**src/core/asc_pkg.sv**
```systemverilog
// constants, field layout and types shared by both ends of the serial config link
// Behaviour
// - third data byte: ch5 low, ch6 high
// - fourth data byte: ch7 low, ch8 high
// - attenuation code picks 29/33/36.5/40dB ceiling
// - gain 00=21dB, 01=26dB; 1x never sent
// - codes 0..9 route channel to that sum output
// - codes 10..15 tie channel to rail
// - route encoding holds for all data bytes
// - every transfer is five eight-bit bytes
// - separate serial input and output lines
// - readback follows write bit order
// - readback comes from shift chain
// - serial output always driven, no request
// - read flag skips routes, control still latched
// - host holds chip select low whole frame
// - select may stay low; start bit frames
// - any channel to any output, summed
// - frame starts at first one bit
// - control byte bit layout
// - first/second data bytes: channels 1-4
// - comes up powered down
package asc_pkg;
  // ****************************************
  // frame layout
  // ****************************************
  localparam int FRAME_BITS = 40;
  localparam int BYTE_BITS = 8;
  localparam int NUM_CH = 8;
  localparam int NUM_SUM = 10;
  localparam int ROUTE_W = 4;
  localparam int CTL_START = 0;
  localparam int CTL_WRITE = 1;
  localparam int CTL_PWR = 2;
  localparam int CTL_ATN = 3;
  localparam int CTL_MODE = 5;
  localparam int CTL_GAIN = 6;
  localparam int ROUTE_LSB = 8;
  localparam logic [3:0] ROUTE_RAIL_MIN = 4'hA;
  typedef enum logic [1:0] {ATT_29DB, ATT_33DB, ATT_36P5DB, ATT_40DB} asc_atten_t;
  typedef enum logic [1:0] {GAIN_21DB, GAIN_26DB, GAIN_BAD2, GAIN_BAD3} asc_gain_t;
  // ****************************************
  // reset values
  // ****************************************
  localparam logic PWR_OFF_RST = 1'b1;
  localparam logic MODE_RST = 1'b0;
  localparam logic [3:0] ROUTE_RST = 4'hF;
  // ****************************************
  // timing
  // ****************************************
  localparam int PCLK_NS = 40;
  localparam int LINK_HALF_NS = 320;
  localparam int LINK_HALF_CYC = (LINK_HALF_NS + PCLK_NS - 1) / PCLK_NS;
  // ****************************************
  // host apb map
  // ****************************************
  localparam logic [7:0] OFS_CTRL = 8'h00;
  localparam logic [7:0] OFS_STAT = 8'h04;
  localparam logic [7:0] OFS_TX_LO = 8'h08;
  localparam logic [7:0] OFS_TX_HI = 8'h0C;
  localparam logic [7:0] OFS_RX_LO = 8'h10;
  localparam logic [7:0] OFS_RX_HI = 8'h14;
  localparam int CTRL_GO = 0;
  localparam int CTRL_KEEP_CS = 1;
  localparam int STAT_BUSY = 0;
  localparam int STAT_DONE = 1;
  localparam int STAT_GAIN_ERR = 2;
endpackage : asc_pkg

```
**src/core/asc_link_if.sv**
```systemverilog
// serial configuration link between host controller and device
`timescale 1ns/10ps
`default_nettype none
interface asc_link_if;
  logic cs_n;
  logic sclk;
  logic din;
  logic dout;
  modport dev (input cs_n, input sclk, input din, output dout);
  modport host (output cs_n, output sclk, output din, input dout);
endinterface : asc_link_if
`default_nettype wire

```
**src/core/asc_sync.sv**
```systemverilog
// two flip-flop synchroniser for asynchronous levels
`timescale 1ns/10ps
`default_nettype none
module asc_sync #(
  parameter int W = 1,
  parameter logic [W-1:0] RST = '0
) (
  // clock and reset
  input wire logic clk,
  input wire logic rst_n,
  // levels
  input wire logic [W-1:0] d,
  output logic [W-1:0] q
);
  logic [W-1:0] meta;

  always_ff @(posedge clk or negedge rst_n) begin
    if (!rst_n) begin
      meta <= RST;
      q <= RST;
    end else begin
      meta <= d;
      q <= meta;
    end
  end
endmodule : asc_sync
`default_nettype wire

```
**src/core/asc_dev.sv**
```systemverilog
// device end: frame receiver, configuration latch, readback and sum matrix
`timescale 1ns/10ps
`default_nettype none
module asc_dev
  import asc_pkg::*;
#(
  parameter int FRAME_LEN = FRAME_BITS
) (
  // clock and reset
  input wire logic pclk,
  input wire logic presetn,
  // link
  asc_link_if.dev link,
  // configuration
  output logic power_off_bit,
  output asc_atten_t atten_range_code,
  output logic gain_comp_mode,
  output asc_gain_t post_amp_gain_code,
  output logic [NUM_CH*ROUTE_W-1:0] route,
  // sum matrix: bit o*NUM_CH+c set when channel c feeds output o
  output logic [NUM_SUM*NUM_CH-1:0] doppler_sum_outputs,
  output logic [NUM_CH-1:0] rail_tie,
  output logic gain_code_invalid
);
  typedef enum logic {ST_HUNT, ST_FRAME} asc_dev_state_t;

  logic cs_n_s;
  logic sclk_s;
  logic din_s;
  logic sclk_q;
  logic rise;
  logic fall;
  logic latch;
  logic [FRAME_LEN-1:0] chain;
  logic [FRAME_LEN-1:0] next_chain;
  logic [5:0] cnt;
  asc_dev_state_t state;

  // ****************************************
  // pin synchronisation and edge detect
  // ****************************************
  asc_sync #(.W(3), .RST(3'h4)) u_sync (
    .clk(pclk),
    .rst_n(presetn),
    .d({link.cs_n, link.sclk, link.din}),
    .q({cs_n_s, sclk_s, din_s})
  );

  always_ff @(posedge pclk or negedge presetn) begin
    if (!presetn) begin
      sclk_q <= 1'b0;
    end else begin
      sclk_q <= sclk_s;
    end
  end

  assign rise = sclk_s & ~sclk_q;
  assign fall = ~sclk_s & sclk_q;
  assign next_chain = {din_s, chain[FRAME_LEN-1:1]};
  assign latch = rise & ~cs_n_s & (state == ST_FRAME) & (cnt == 6'(FRAME_LEN - 1));

  // ****************************************
  // shift chain and readback
  // ****************************************
  always_ff @(posedge pclk or negedge presetn) begin
    if (!presetn) begin
      chain <= '0;
    end else if (rise && !cs_n_s) begin
      chain <= next_chain;
    end
  end

  always_ff @(posedge pclk or negedge presetn) begin
    if (!presetn) begin
      link.dout <= 1'b0;
    end else if (fall) begin
      link.dout <= chain[0];
    end
  end

  // ****************************************
  // frame counter
  // ****************************************
  always_ff @(posedge pclk or negedge presetn) begin
    if (!presetn) begin
      state <= ST_HUNT;
      cnt <= '0;
    end else if (cs_n_s) begin
      state <= ST_HUNT;
      cnt <= '0;
    end else if (rise) begin
      case (state)
        ST_HUNT: begin
          if (din_s) begin
            state <= ST_FRAME;
            cnt <= 6'h01;
          end
        end
        ST_FRAME: begin
          if (cnt == 6'(FRAME_LEN - 1)) begin
            state <= ST_HUNT;
            cnt <= '0;
          end else begin
            cnt <= cnt + 6'h01;
          end
        end
        default: begin
          state <= ST_HUNT;
          cnt <= '0;
        end
      endcase
    end
  end

  // ****************************************
  // configuration latch
  // ****************************************
  always_ff @(posedge pclk or negedge presetn) begin
    if (!presetn) begin
      power_off_bit <= PWR_OFF_RST;
      atten_range_code <= ATT_29DB;
      gain_comp_mode <= MODE_RST;
      post_amp_gain_code <= GAIN_21DB;
    end else if (latch) begin
      power_off_bit <= next_chain[CTL_PWR];
      atten_range_code <= asc_atten_t'(next_chain[CTL_ATN +: 2]);
      gain_comp_mode <= next_chain[CTL_MODE];
      post_amp_gain_code <= asc_gain_t'(next_chain[CTL_GAIN +: 2]);
    end
  end

  always_ff @(posedge pclk or negedge presetn) begin
    if (!presetn) begin
      route <= {NUM_CH{ROUTE_RST}};
    end else if (latch && next_chain[CTL_WRITE]) begin
      route <= next_chain[ROUTE_LSB +: NUM_CH*ROUTE_W];
    end
  end

  // ****************************************
  // sum matrix
  // ****************************************
  always_ff @(posedge pclk or negedge presetn) begin
    if (!presetn) begin
      doppler_sum_outputs <= '0;
      rail_tie <= '1;
      gain_code_invalid <= 1'b0;
    end else begin
      for (int c = 0; c < NUM_CH; c++) begin
        rail_tie[c] <= route[c*ROUTE_W +: ROUTE_W] >= ROUTE_RAIL_MIN;
        for (int o = 0; o < NUM_SUM; o++) begin
          doppler_sum_outputs[o*NUM_CH+c] <= route[c*ROUTE_W +: ROUTE_W] == 4'(o);
        end
      end
      gain_code_invalid <= post_amp_gain_code[1];
    end
  end
endmodule : asc_dev
`default_nettype wire

```
**src/flat_wrapper.sv**
```systemverilog
// flat-port wrapper written by rule: the top's interface ports become plain ports
module asc_dev_flat import asc_pkg::*;
#(
  parameter int FRAME_LEN = FRAME_BITS
)
  (pclk, presetn, power_off_bit, atten_range_code, gain_comp_mode, post_amp_gain_code, route, doppler_sum_outputs, rail_tie, gain_code_invalid, link_cs_n, link_sclk, link_din, link_dout);
  asc_link_if link_i ();
  input wire logic pclk;
  input wire logic presetn;
  output logic power_off_bit;
  output asc_atten_t atten_range_code;
  output logic gain_comp_mode;
  output asc_gain_t post_amp_gain_code;
  output logic [NUM_CH*ROUTE_W-1:0] route;
  output logic [NUM_SUM*NUM_CH-1:0] doppler_sum_outputs;
  output logic [NUM_CH-1:0] rail_tie;
  output logic gain_code_invalid;
  input wire logic [$bits(link_i.cs_n)-1:0] link_cs_n;
  input wire logic [$bits(link_i.sclk)-1:0] link_sclk;
  input wire logic [$bits(link_i.din)-1:0] link_din;
  output wire logic [$bits(link_i.dout)-1:0] link_dout;
  assign link_i.cs_n = link_cs_n;
  assign link_i.sclk = link_sclk;
  assign link_i.din = link_din;
  assign link_dout = link_i.dout;
  asc_dev #(.FRAME_LEN(FRAME_LEN)) u_core (.pclk(pclk), .presetn(presetn), .link(link_i), .power_off_bit(power_off_bit), .atten_range_code(atten_range_code), .gain_comp_mode(gain_comp_mode), .post_amp_gain_code(post_amp_gain_code), .route(route), .doppler_sum_outputs(doppler_sum_outputs), .rail_tie(rail_tie), .gain_code_invalid(gain_code_invalid));
endmodule
```
**config.mk**
```make
export PLATFORM = sky130hd
export DESIGN_NAME = asc_dev_flat
export DESIGN_NICKNAME = d
export VERILOG_FILES = /design/src/core/asc_pkg.sv /design/src/core/asc_link_if.sv /design/src/core/asc_sync.sv /design/src/core/asc_dev.sv /design/src/flat_wrapper.sv
export SDC_FILE = /design/constraint.sdc
export NUM_CORES = 1
export LEC_CHECK = 0
export BUFFER_PORTS_ARGS = -buffer_cell sky130_fd_sc_hd__clkbuf_2
export CAP_MARGIN = 20
export CORE_ASPECT_RATIO = 0.5
export CORE_MARGIN = 2
export CORE_UTILIZATION = 50
export CTS_CLUSTER_DIAMETER = 200
export CTS_CLUSTER_SIZE = 28
export DETAILED_ROUTE_END_ITERATION = 8
export PLACE_DENSITY = 0.71
export SYNTH_ARGS = -nofsm -noshare
export SYNTH_HDL_FRONTEND = slang
export SYNTH_SLANG_ARGS = --single-unit
```
**constraint.sdc**
```tcl
create_clock -name pclk -period 2 [get_ports pclk]
set_input_delay 0.6 -clock pclk [delete_from_list [all_inputs] [get_ports pclk]]
set_output_delay 0.6 -clock pclk [all_outputs]
set_load 0.03 [all_outputs]
```
Yosys cells after proc, flatten, opt, wreduce, memory -nomap -nowiden
Index checks and enable logic that the tools add are counted.
{"block": "classes", "n_bitwise": 9, "n_mux": 10, "eq_ne": 74, "div_mod_pow": 0, "n_lt_le_gt_ge": 8, "reduce_logical": 13, "n_addsub": 1, "shift": 0, "mul": 0}
{"op": "$eq A4 B3 Y1 const B", "count": 32}
{"op": "$eq A4 B2 Y1 const B", "count": 16}
{"op": "$eq A4 B4 Y1 const B", "count": 16}
{"op": "$eq A4 B1 Y1 const B", "count": 8}
{"op": "$ge A4 B4 Y1 const B", "count": 8}
{"op": "$logic_not A4 Y1", "count": 8}
{"op": "$mux W6", "count": 4}
{"op": "$pmux W6 S2", "count": 1}
{"op": "$add A6 B1 Y6 const B", "count": 1}
{"op": "$eq A6 B6 Y1 const B", "count": 1}
{"op": "$and A1 B1 Y1", "count": 5}
{"op": "$mux W1", "count": 4}
{"op": "$not A1 Y1", "count": 4}
{"op": "$ne A3 B3 Y1 const B", "count": 1}
{"op": "$logic_and A1 B1 Y1", "count": 2}
{"op": "$pmux W1 S2", "count": 1}
{"op": "$reduce_and A2 Y1", "count": 1}
{"op": "$reduce_bool A2 Y1", "count": 1}
{"op": "$logic_not A1 Y1", "count": 1}
{"block": "word_totals", "memories": 0, "input_bits": 5, "mem_bits_ro": 0, "latchBits": 0, "regBits": 182, "elab_cells": 130, "mem_bits_rw": 0}

Longest topological paths before layout
Gate-level depths: netlist of the first run.
{"block": "depth", "ltp_word": 6, "mapped_depth": 7, "depth_no_buf": 5}

By module
Synthesis of the first run repeated with hierarchy kept, for this count alone.
{"block": "hier_totals", "hier_cells": 447, "hier_area_um2": 6676.4}
{"module": "asc_dev", "n_inst": 1, "area_each_um2": 6523.8, "cells_each": 441}
{"module": "asc_sync", "n_inst": 1, "area_each_um2": 152.6, "cells_each": 6}

Worst setup path before layout of the first run
No wires, ideal clock.
{"block": "synth_path", "kind": "register to register", "start": "reg u_core.cnt[0]", "end": "reg u_core.route[10]", "setup_time_ps": 82, "stages_incl_launch_ff": 8, "t_arrival_ps": 1755, "synth_period_minus_slack_ps": 1838, "setup_slack_ps": 162, "required_time_ps": 1918, "path_buffers": 2, "path_cell_list": "dfrtp_1 ha_1 nand4b_4 nor3_4 and2_4 buf_12 buf_12 mux2_4"}
{"block": "synth_via", "elab_chain_cells": 3}
{"element": "from (decl)", "line_no": "asc_dev.sv:36", "rtl": "logic [5:0] cnt;"}
{"element": "from (signal assigned)", "line_no": "asc_dev.sv:104", "rtl": "cnt <= cnt + 6'h01;"}
{"element": "$eq A6 B6 Y1", "line_no": "asc_dev.sv:60", "rtl": "assign latch = rise & ~cs_n_s & (state == ST_FRAME) & (cnt == 6'(FRAME_LEN - 1));"}
{"element": "$and A1 B1 Y1", "line_no": "asc_dev.sv:60"}
{"element": "$logic_and A1 B1 Y1", "line_no": "asc_dev.sv:135", "rtl": "end else if (latch && next_chain[CTL_WRITE]) begin"}
{"element": "to (signal assigned)", "line_no": "asc_dev.sv:134", "rtl": "route <= {NUM_CH{ROUTE_RST}};"}
{"element": "to (signal assigned)", "line_no": "asc_dev.sv:136", "rtl": "route <= next_chain[ROUTE_LSB +: NUM_CH*ROUTE_W];"}
{"element": "to (decl)", "line_no": "asc_dev.sv:19", "rtl": "output logic [NUM_CH*ROUTE_W-1:0] route,"}
Every way passes these cells.
A chain may end at the register's enable or synchronous reset.

Worst setup path after layout of the first run
{"block": "layout_path", "start": "reg u_core.route[26]", "end": "out route[26]"}
{"element": "to (decl)", "line_no": "flat_wrapper.sv:14", "rtl": "output logic [NUM_CH*ROUTE_W-1:0] route;"}
No word-level cell between the ends.

==> results.tsv, run 1 <==
stage	metric	value	unit
die	io_pins	133	
clock_network	clockRootBuffer	clkbuf_16	
logic_synthesis	ys_seq_area_share	69.2	%
timing	fin_crit_sh	94.8	%
status	status	finished, violations left	
finish	antennaDiodeCount	0	
global_route	grt_pass1_vias	3874	
logic_synthesis	synthesis.instances	436	
timing	worst_slack	0.104	ns
critical_path	end_kind	output port	
placed_design	dp_hpwl	7710	um
critical_path	crit_family	flip-flops	
placed_design	placed_area	0.00759	sq mm
clock_network	clkSinkCount	182	
critical_path	slowest_delay	0.64	ns
logic_synthesis	synthTopCellsByCount	139 x dfrtp_1, 49 x mux2_2, 43 x dfstp_2, 40 x nor3_1, 34 x nor2_1	
logic_synthesis	yosysMostFrequentCell	dfrtp_1	
critical_path	path_depth	1	
drt	routed_via_density	5.04	
finish	syn_to_final_growth	23.0	%
critical_path	cp_data_required_time	1.40	ns
timing	rsz0062_at_grt	no	
logic_synthesis	postSynth.asyncResetShare	100	%
critical_path	rr_worst_depth	6	
logic_synthesis	synth_top_area_cell	dfrtp_1	
global_route	grt_use_total	17.3	%
critical_path	critical_path.cell_chain	clkbuf_2	
timing	hold_viol_final	0	
timing	fmax	527	MHz
pwr	design_power_total	7.22	mW
drt	post_drt_wl_per_cell	15.0	um
logic_synthesis	yosys-top-cells-area	dfrtp_1 52%, dfstp_2 17%, mux2_2 8.3%, mux2_4 6.8%, nand2b_1 3.0%	
logic_synthesis	syn_nets	442	
clock_network	clock_path_buffers	2	
timing	drv_slew	0	
critical_path	crit_arrival	1.30	ns
critical_path	rrSetupSlack	0.17	ns
drt	detail_route.iter0.violations	287	
timing	skew	0.0130	ns
timing	relSlewSlack	67.1	%
placed_design	post-place-ws	0.105	ns
timing	hold_ws	0.114	ns
timing	finalSetupViolations	0	
clock_network	cts_inserted_buffers	17	
timing	tightest_slew	0.493	ns
drt	post-route-drc-count	12	
critical_path	setup.worst_path.class	flop to output port	
clock_network	cts_max_level	4	
logic_synthesis	synth_area	0.00666	sq mm
drt	drtAntennaViolNets	0	
logic_synthesis	yosys.area.top_type_share	52.2	%
clock_network	clk_latency	0.42	ns
clock_network	ctsResizeCount	0	
logic_synthesis	ys_warn_count	0	
drt	totalWireLength	11600	um
finish	fin_area	0.00819	sq mm
critical_path	cp.buffers_inverters	1	
global_route	grt_max_degree	47	
logic_synthesis	syn_area_per_cell	15.3	sq um
drt	drtPass1Iterations	6	
critical_path	r2r_start	u_core.cnt[0]	
die	die_y	85.6	um
critical_path	crit_end	route[26]	
die	die_area	0.0143	sq mm
run	max_cap_viol_count	0	
die	die_w	167	um
critical_path	reg2reg_to	u_core.route[22]	
timing	fin_crit	1.90	ns
placed_design	gp_congestion	0.798	
global_route	grt_pass1_wl	19600	um
logic_synthesis	ys_ff_latch	182	
placed_design	portBuffers	132	
logic_synthesis	synth-main-ff-cell	dfrtp_1	
timing	tns	0	ns
critical_path	startpoint	u_core.route[26]	
pwr	power.leakage	4.04	nW
status	violations	DRC	
finish	final_nets	599	
drt	vias	3913	
global_route	antenna_found_initial	0	
finish	drive_gt1_share	51.0	%
die	std_cell_rows	29	
die	initial_core_util	51.9	%
critical_path	slowest_stage	dfstp_2	
pwr	p_per_area	881	mW/mm^2
clock_network	cts.clk_slew.worst_paths	0.07	ns
logic_synthesis	synth_edf_count	0	
critical_path	cp_max_fo	9	
logic_synthesis	ys_types	33	
critical_path	cp-start-kind	flop	
global_route	gr-total-overflow	0	
clock_network	cts_tree	built	
die	core_area	0.0128	sq mm
worst_hold_path	hold_class	input pin to asynchronous set/reset pin	
pwr	ir_drop	0.468	mV
-- worst min path at each step --
stage | to | slack, ns | from | cells after the start
floorplan | u_core.atten_range_code[0] | 0.30 | presetn | 0
global placement | u_core.u_sync.q[1] | 0.33 | u_core.u_sync.meta[1] | 0
detailed placement | u_core.u_sync.q[0] | 0.34 | u_core.u_sync.meta[0] | 0
CTS | u_core.doppler_sum_outputs[17] | 0.13 | presetn | 1
global route | u_core.doppler_sum_outputs[17] | 0.14 | presetn | 1
finish | u_core.doppler_sum_outputs[31] | 0.11 | presetn | 1
-- area by class of cell --
cell class | instances | area [sq um]
Clock inverter | 14 | 136
Timing Repair Buffer | 146 | 847
Inverter | 2 | 7.51
Clock buffer | 18 | 429
Fill cell | 938 | 4650
Tap cell | 170 | 213
Multi-Input combinational cell | 244 | 1950
Sequential cell | 182 | 4610
-- flip-flops by register name (all words and copies together) (netlist names) --
signal and cells:
u_core.power_off_bit 1, u_core.gain_comp_mode 1, u_core.gain_code_invalid 1, u_core.link.dout 1, u_core.sclk_q 1, u_core.atten_range_code 2, u_core.state 1, u_core.u_sync.meta 3
u_core.doppler_sum_outputs 80, u_core.rail_tie 8, u_core.cnt 6, u_core.chain 40, u_core.route 32, u_core.post_amp_gain_code 2, u_core.u_sync.q 3
-- routing by layer --
| metal | share of wire [%] | GRT usage, % |
|---|---|---|
| met1 | 47 | 23.7 |
| met2 | 48 | 27.5 |
| met3 | 4.1 | 3.69 |
| met4 | 1.0 | 6.96 |
| met5 | 0 | 0 |
-- cell usage in the layout (no fill, tap or decap), drive strengths merged --
master and count:
a31o 1, o31ai 1, nand2 11, nor3b 1, clkinvlp 3, dfrtp 139, nor3 41, nor2b 2
nand4 1, a22o 2, and2b 2, a21oi 2, clkbuf 149, buf 15, o21a 8, nand4bb 1
ha 1, or3 1, mux2 79, and2 2, clkinv 4, nor2 34, and3 1, nand4b 1
nor4 8, dfstp 43, nand2b 32, nand3 4, or2 2, inv 9, o21ai 6
-- cell families (layout without fill, tap and decap cells) --
group           after synthesis  count (layout)  synth area share (%)
buf+inv                      10             180                  1.62
compound gates               20              20                  2.01
mux                          79              79                  15.0
flops                       182             182                  69.2
simple gates                144             144                  11.9
fa+ha+maj                     1               1                 0.188
-- power breakdown --
part	internal [mW]	leakage, nW	switching, mW
clock	1.65	0.268	1.51
combinational	0.101	1.45	0.110
sequential	3.77	2.32	0.0665
total	5.53	4.04	1.69
-- worst reg2reg max path: stages (launching register included) --
cell	delay [ns]
dfrtp_1	0.39
ha_1	0.30
nand4b_4	0.14
nor3_4	0.18
and2_4	0.25
buf_12	0.19
mux2_4	0.32
-- metrics by stage --
stage / util (%) / cells
2_1_floorplan: - / 436
3_3_place_gp: 59.1 / 739
3_5_place_dp: 59.1 / 739
4_1_cts: 63.5 / 771
5_1_grt: 63.8 / 776
6_report: 63.8 / 776
-- timing repair --
item	4_1_cts	5_1_grt
hold buffers	0	0
setup buffers	0	5
endpoints found under the setup margin	0	9
Note: power is estimated with default switching activity, not from simulation.
==> inputs of run 2 (changes only) <==
--- a/config.mk
+++ b/config.mk
@@ -5,6 +5,7 @@
 export SDC_FILE = /design/constraint.sdc
 export NUM_CORES = 1
 export LEC_CHECK = 0
+export ABC_AREA = 1
 export BUFFER_PORTS_ARGS = -buffer_cell sky130_fd_sc_hd__clkbuf_2
 export CAP_MARGIN = 20
 export CORE_ASPECT_RATIO = 0.5
==> results.tsv, run 2 <==
stage	metric	value	unit	change
placed_design	placed_area	0.00748	sq mm	-1.4%
clock_network	clockRootBuffer	clkbuf_16		
clock_network	cts_inserted_buffers	17		unchanged
drt	detail_route.iter0.violations	316		+10%
global_route	gr-total-overflow	0		unchanged
drt	drtAntennaViolNets	0		unchanged
placed_design	gp_congestion	0.823		+3.1%
worst_hold_path	hold_class	input pin to asynchronous set/reset pin		
global_route	grt_pass1_wl	22000	um	+13%
critical_path	crit_arrival	1.24	ns	-0.06 ns
finish	instances_no_fill	966		+24%
timing	drv_slew	0		unchanged
finish	fin_area	0.00804	sq mm	-1.8%
finish	final_common_cell	nand2_1		
drt	routed_via_density	4.79		-4.9%
finish	largestRegisters	u_core.doppler_sum_outputs: 80 flops, u_core.chain: 40 flops, u_core.route: 32 flops		
logic_synthesis	ys_seq_area_share	70.4	%	+1.2 points
logic_synthesis	synthesis.instances	635		+46%
logic_synthesis	ys_types	22		-33%
critical_path	cp-start-kind	flop		
timing	rsz0062_at_grt	no		
critical_path	cp_max_fo	6		-3
logic_synthesis	yosysMostFrequentCell	nand2_1		
logic_synthesis	ys_ff_latch	182		unchanged
timing	finalSetupViolations	0		unchanged
clock_network	clkSinkCount	182		unchanged
logic_synthesis	synthTopCellsByCount	189 x nand2_1, 139 x dfrtp_1, 73 x o21ai_0, 58 x inv_1, 57 x nor2_1		
logic_synthesis	synth_top_area_cell	dfrtp_1		
global_route	grt_pass1_vias	4491		+16%
pwr	ir_drop	0.387	mV	-17%
logic_synthesis	synth_area	0.00655	sq mm	-1.7%
pwr	power.leakage	4.08	nW	+1.1%
clock_network	cts_max_level	4		unchanged
clock_network	cts_tree	built		
finish	largest_register	u_core.doppler_sum_outputs		
placed_design	post-place-ws	0.214	ns	+0.109 ns
clock_network	ctsResizeCount	0		unchanged
logic_synthesis	syn_nets	641		+45%
critical_path	cp.buffers_inverters	1		unchanged
global_route	antenna_found_initial	0		unchanged
die	core_area	0.0127	sq mm	-0.85%
clock_network	cts.clk_slew.worst_paths	0.07	ns	about the same
placed_design	portBuffers	132		unchanged
logic_synthesis	synth-main-ff-cell	dfrtp_1		
timing	tightest_slew	0.398	ns	-0.0957 ns
drt	totalWireLength	13200	um	+14%
die	std_cell_rows	29		unchanged
timing	tns	0	ns	unchanged
finish	antennaDiodeCount	0		unchanged
clock_network	postCtsSetupBuffers	0		unchanged
timing	hold_viol_final	0		unchanged
clock_network	clock_path_buffers	2		unchanged
die	io_pins	133		unchanged
critical_path	rrSetupSlack	0.22	ns	+0.05 ns
clock_network	cts_hold_buf	0		unchanged
logic_synthesis	yosys.area.top_type_share	53.1	%	+0.91 points
timing	skew	0.00869	ns	-0.00427 ns
critical_path	setup.worst_path.class	flop to output port		
timing	fin_crit	1.84	ns	-0.0569 ns
die	die_area	0.0141	sq mm	-1.6%
placed_design	post-place-cells	934		+26%
critical_path	cp_data_required_time	1.40	ns	about the same
pwr	design_power_total	7.11	mW	-1.5%
timing	relSlewSlack	73.4	%	+6.3 points
logic_synthesis	yosys-top-cells-area	dfrtp_1 53%, dfstp_2 17%, nand2_1 11%, o21ai_0 5.6%, inv_1 3.3%		
placed_design	dp_hpwl	9130	um	+18%
drt	vias	4630		+18%
status	status	completed		
pwr	p_per_area	884	mW/mm^2	+0.31%
timing	worst_slack	0.160	ns	+0.0569 ns
critical_path	end_kind	output port		
logic_synthesis	postSynth.asyncResetShare	100	%	unchanged
clock_network	clk_latency	0.42	ns	about the same
die	initial_core_util	51.4	%	-0.45 points
die	die_w	166	um	-0.84%
drt	drtPass1Iterations	5		-1
run	max_cap_viol_count	0		unchanged
global_route	grt_max_degree	42		-11%
logic_synthesis	synth_edf_count	0		unchanged
finish	drive_gt1_share	28.3	%	-23 points
drt	post_drt_wl_per_cell	13.6	um	-8.8%
finish	syn_to_final_growth	22.8	%	
timing	fin_crit_sh	92.0	%	-2.8 points
drt	post-route-drc-count	0		-12
finish	largest_reg_flops	80		unchanged
critical_path	critical_path.cell_chain	clkbuf_2		
logic_synthesis	ys_warn_count	0		unchanged
die	die_y	84.9	um	-0.82%
timing	fmax	544	MHz	+3.1%
global_route	grt_use_total	19.7	%	+2.4 points
critical_path	crit_family	flip-flops		
finish	final_nets	789		+32%
finish	final_cell_mix	189 x nand2_1, 139 x dfrtp_1, 131 x clkbuf_2		
critical_path	slowest_stage	dfstp_2		
logic_synthesis	syn_area_per_cell	10.3	sq um	-33%
critical_path	slowest_delay	0.60	ns	-0.04 ns
-- run 2: cell count changes after synthesis, sizes merged, moves of 9 or more --
cell	before	now
nor3	41	32
nand2	11	189
nand2b	32	0
mux2	79	0
nor2	34	60
o21ai	6	74
clkbuf	0	12
inv	2	58
-- run 2: where the power goes --
group	total [mW]	internal (mW)	switching, mW
logic	0.166	0.0437	0.122
registers	3.77	3.73	0.0370
clock network	3.17	1.65	1.52
total	7.11	5.43	1.68
-- run 2: cell families (layout without fill, tap and decap cells) --
logic type | after synthesis | count (layout) | synth area share (%)
adder cells (fa/ha/maj) | 1 | 1 | 0.191
AND/OR/NAND/NOR | 292 | 292 | 18.1
XOR/XNOR | 2 | 2 | 0.268
AO/OA/AOI/OAI | 83 | 83 | 6.38
flip-flops | 182 | 182 | 70.4
buffers and inverters | 75 | 236 | 4.68
-- run 2: worst register-to-register path: stages (launching register included) --
cell and delay, ns:
dfrtp_1 0.45, ha_1 0.24, nand2_1 0.11, nor2_4 0.14
nand3_4 0.19, buf_4 0.28, o21ai_0 0.22, nand2_1 0.08
-- run 2: layout make-up --
| type | instances | area, sq um |
|---|---|---|
| sequential | 182 | 4610 |
| multi-input combinational | 378 | 1630 |
| clock inverter | 15 | 136 |
| clock buffer | 17 | 425 |
| inverter | 58 | 218 |
| tap | 170 | 213 |
| fill | 1046 | 4690 |
| timing repair buffer | 146 | 810 |
-- run 2: per-layer routing --
metal | global-route usage (%) | vias up | share of wire (%)
met5 | 0 | - | 0
met2 | 30.8 | 92 | 47
met1 | 28.1 | 2233 | 49
met4 | 5.45 | 0 | 0.88
met3 | 4.52 | 11 | 3.8
li1 | - | 2294 | -
-- run 2: worst paths after layout --
| check | cells past startpoint | end | startpoint |
|---|---|---|---|
| max | 1 | route[4] | u_core.route[4] |
| min | 1 | u_core.doppler_sum_outputs[30] | presetn |
| max reg2reg | 7 | u_core.route[12] | u_core.cnt[0] |
| min reg2reg | 0 | u_core.u_sync.q[1] | u_core.u_sync.meta[1] |
| max in group asynchronous | 2 | u_core.route[14] | presetn |
| min in group pclk | 1 | u_core.u_sync.meta[2] | link_cs_n |
-- run 2: per-stage QoR --
step / utilization, % / hold WS, ns
global route: 63.1 / 0.0690
CTS: 63.1 / 0.0618
detailed placement: 58.7 / 0.338
floorplan: - / 0.304
finish: 63.1 / 0.0605
global placement: 58.7 / 0.333
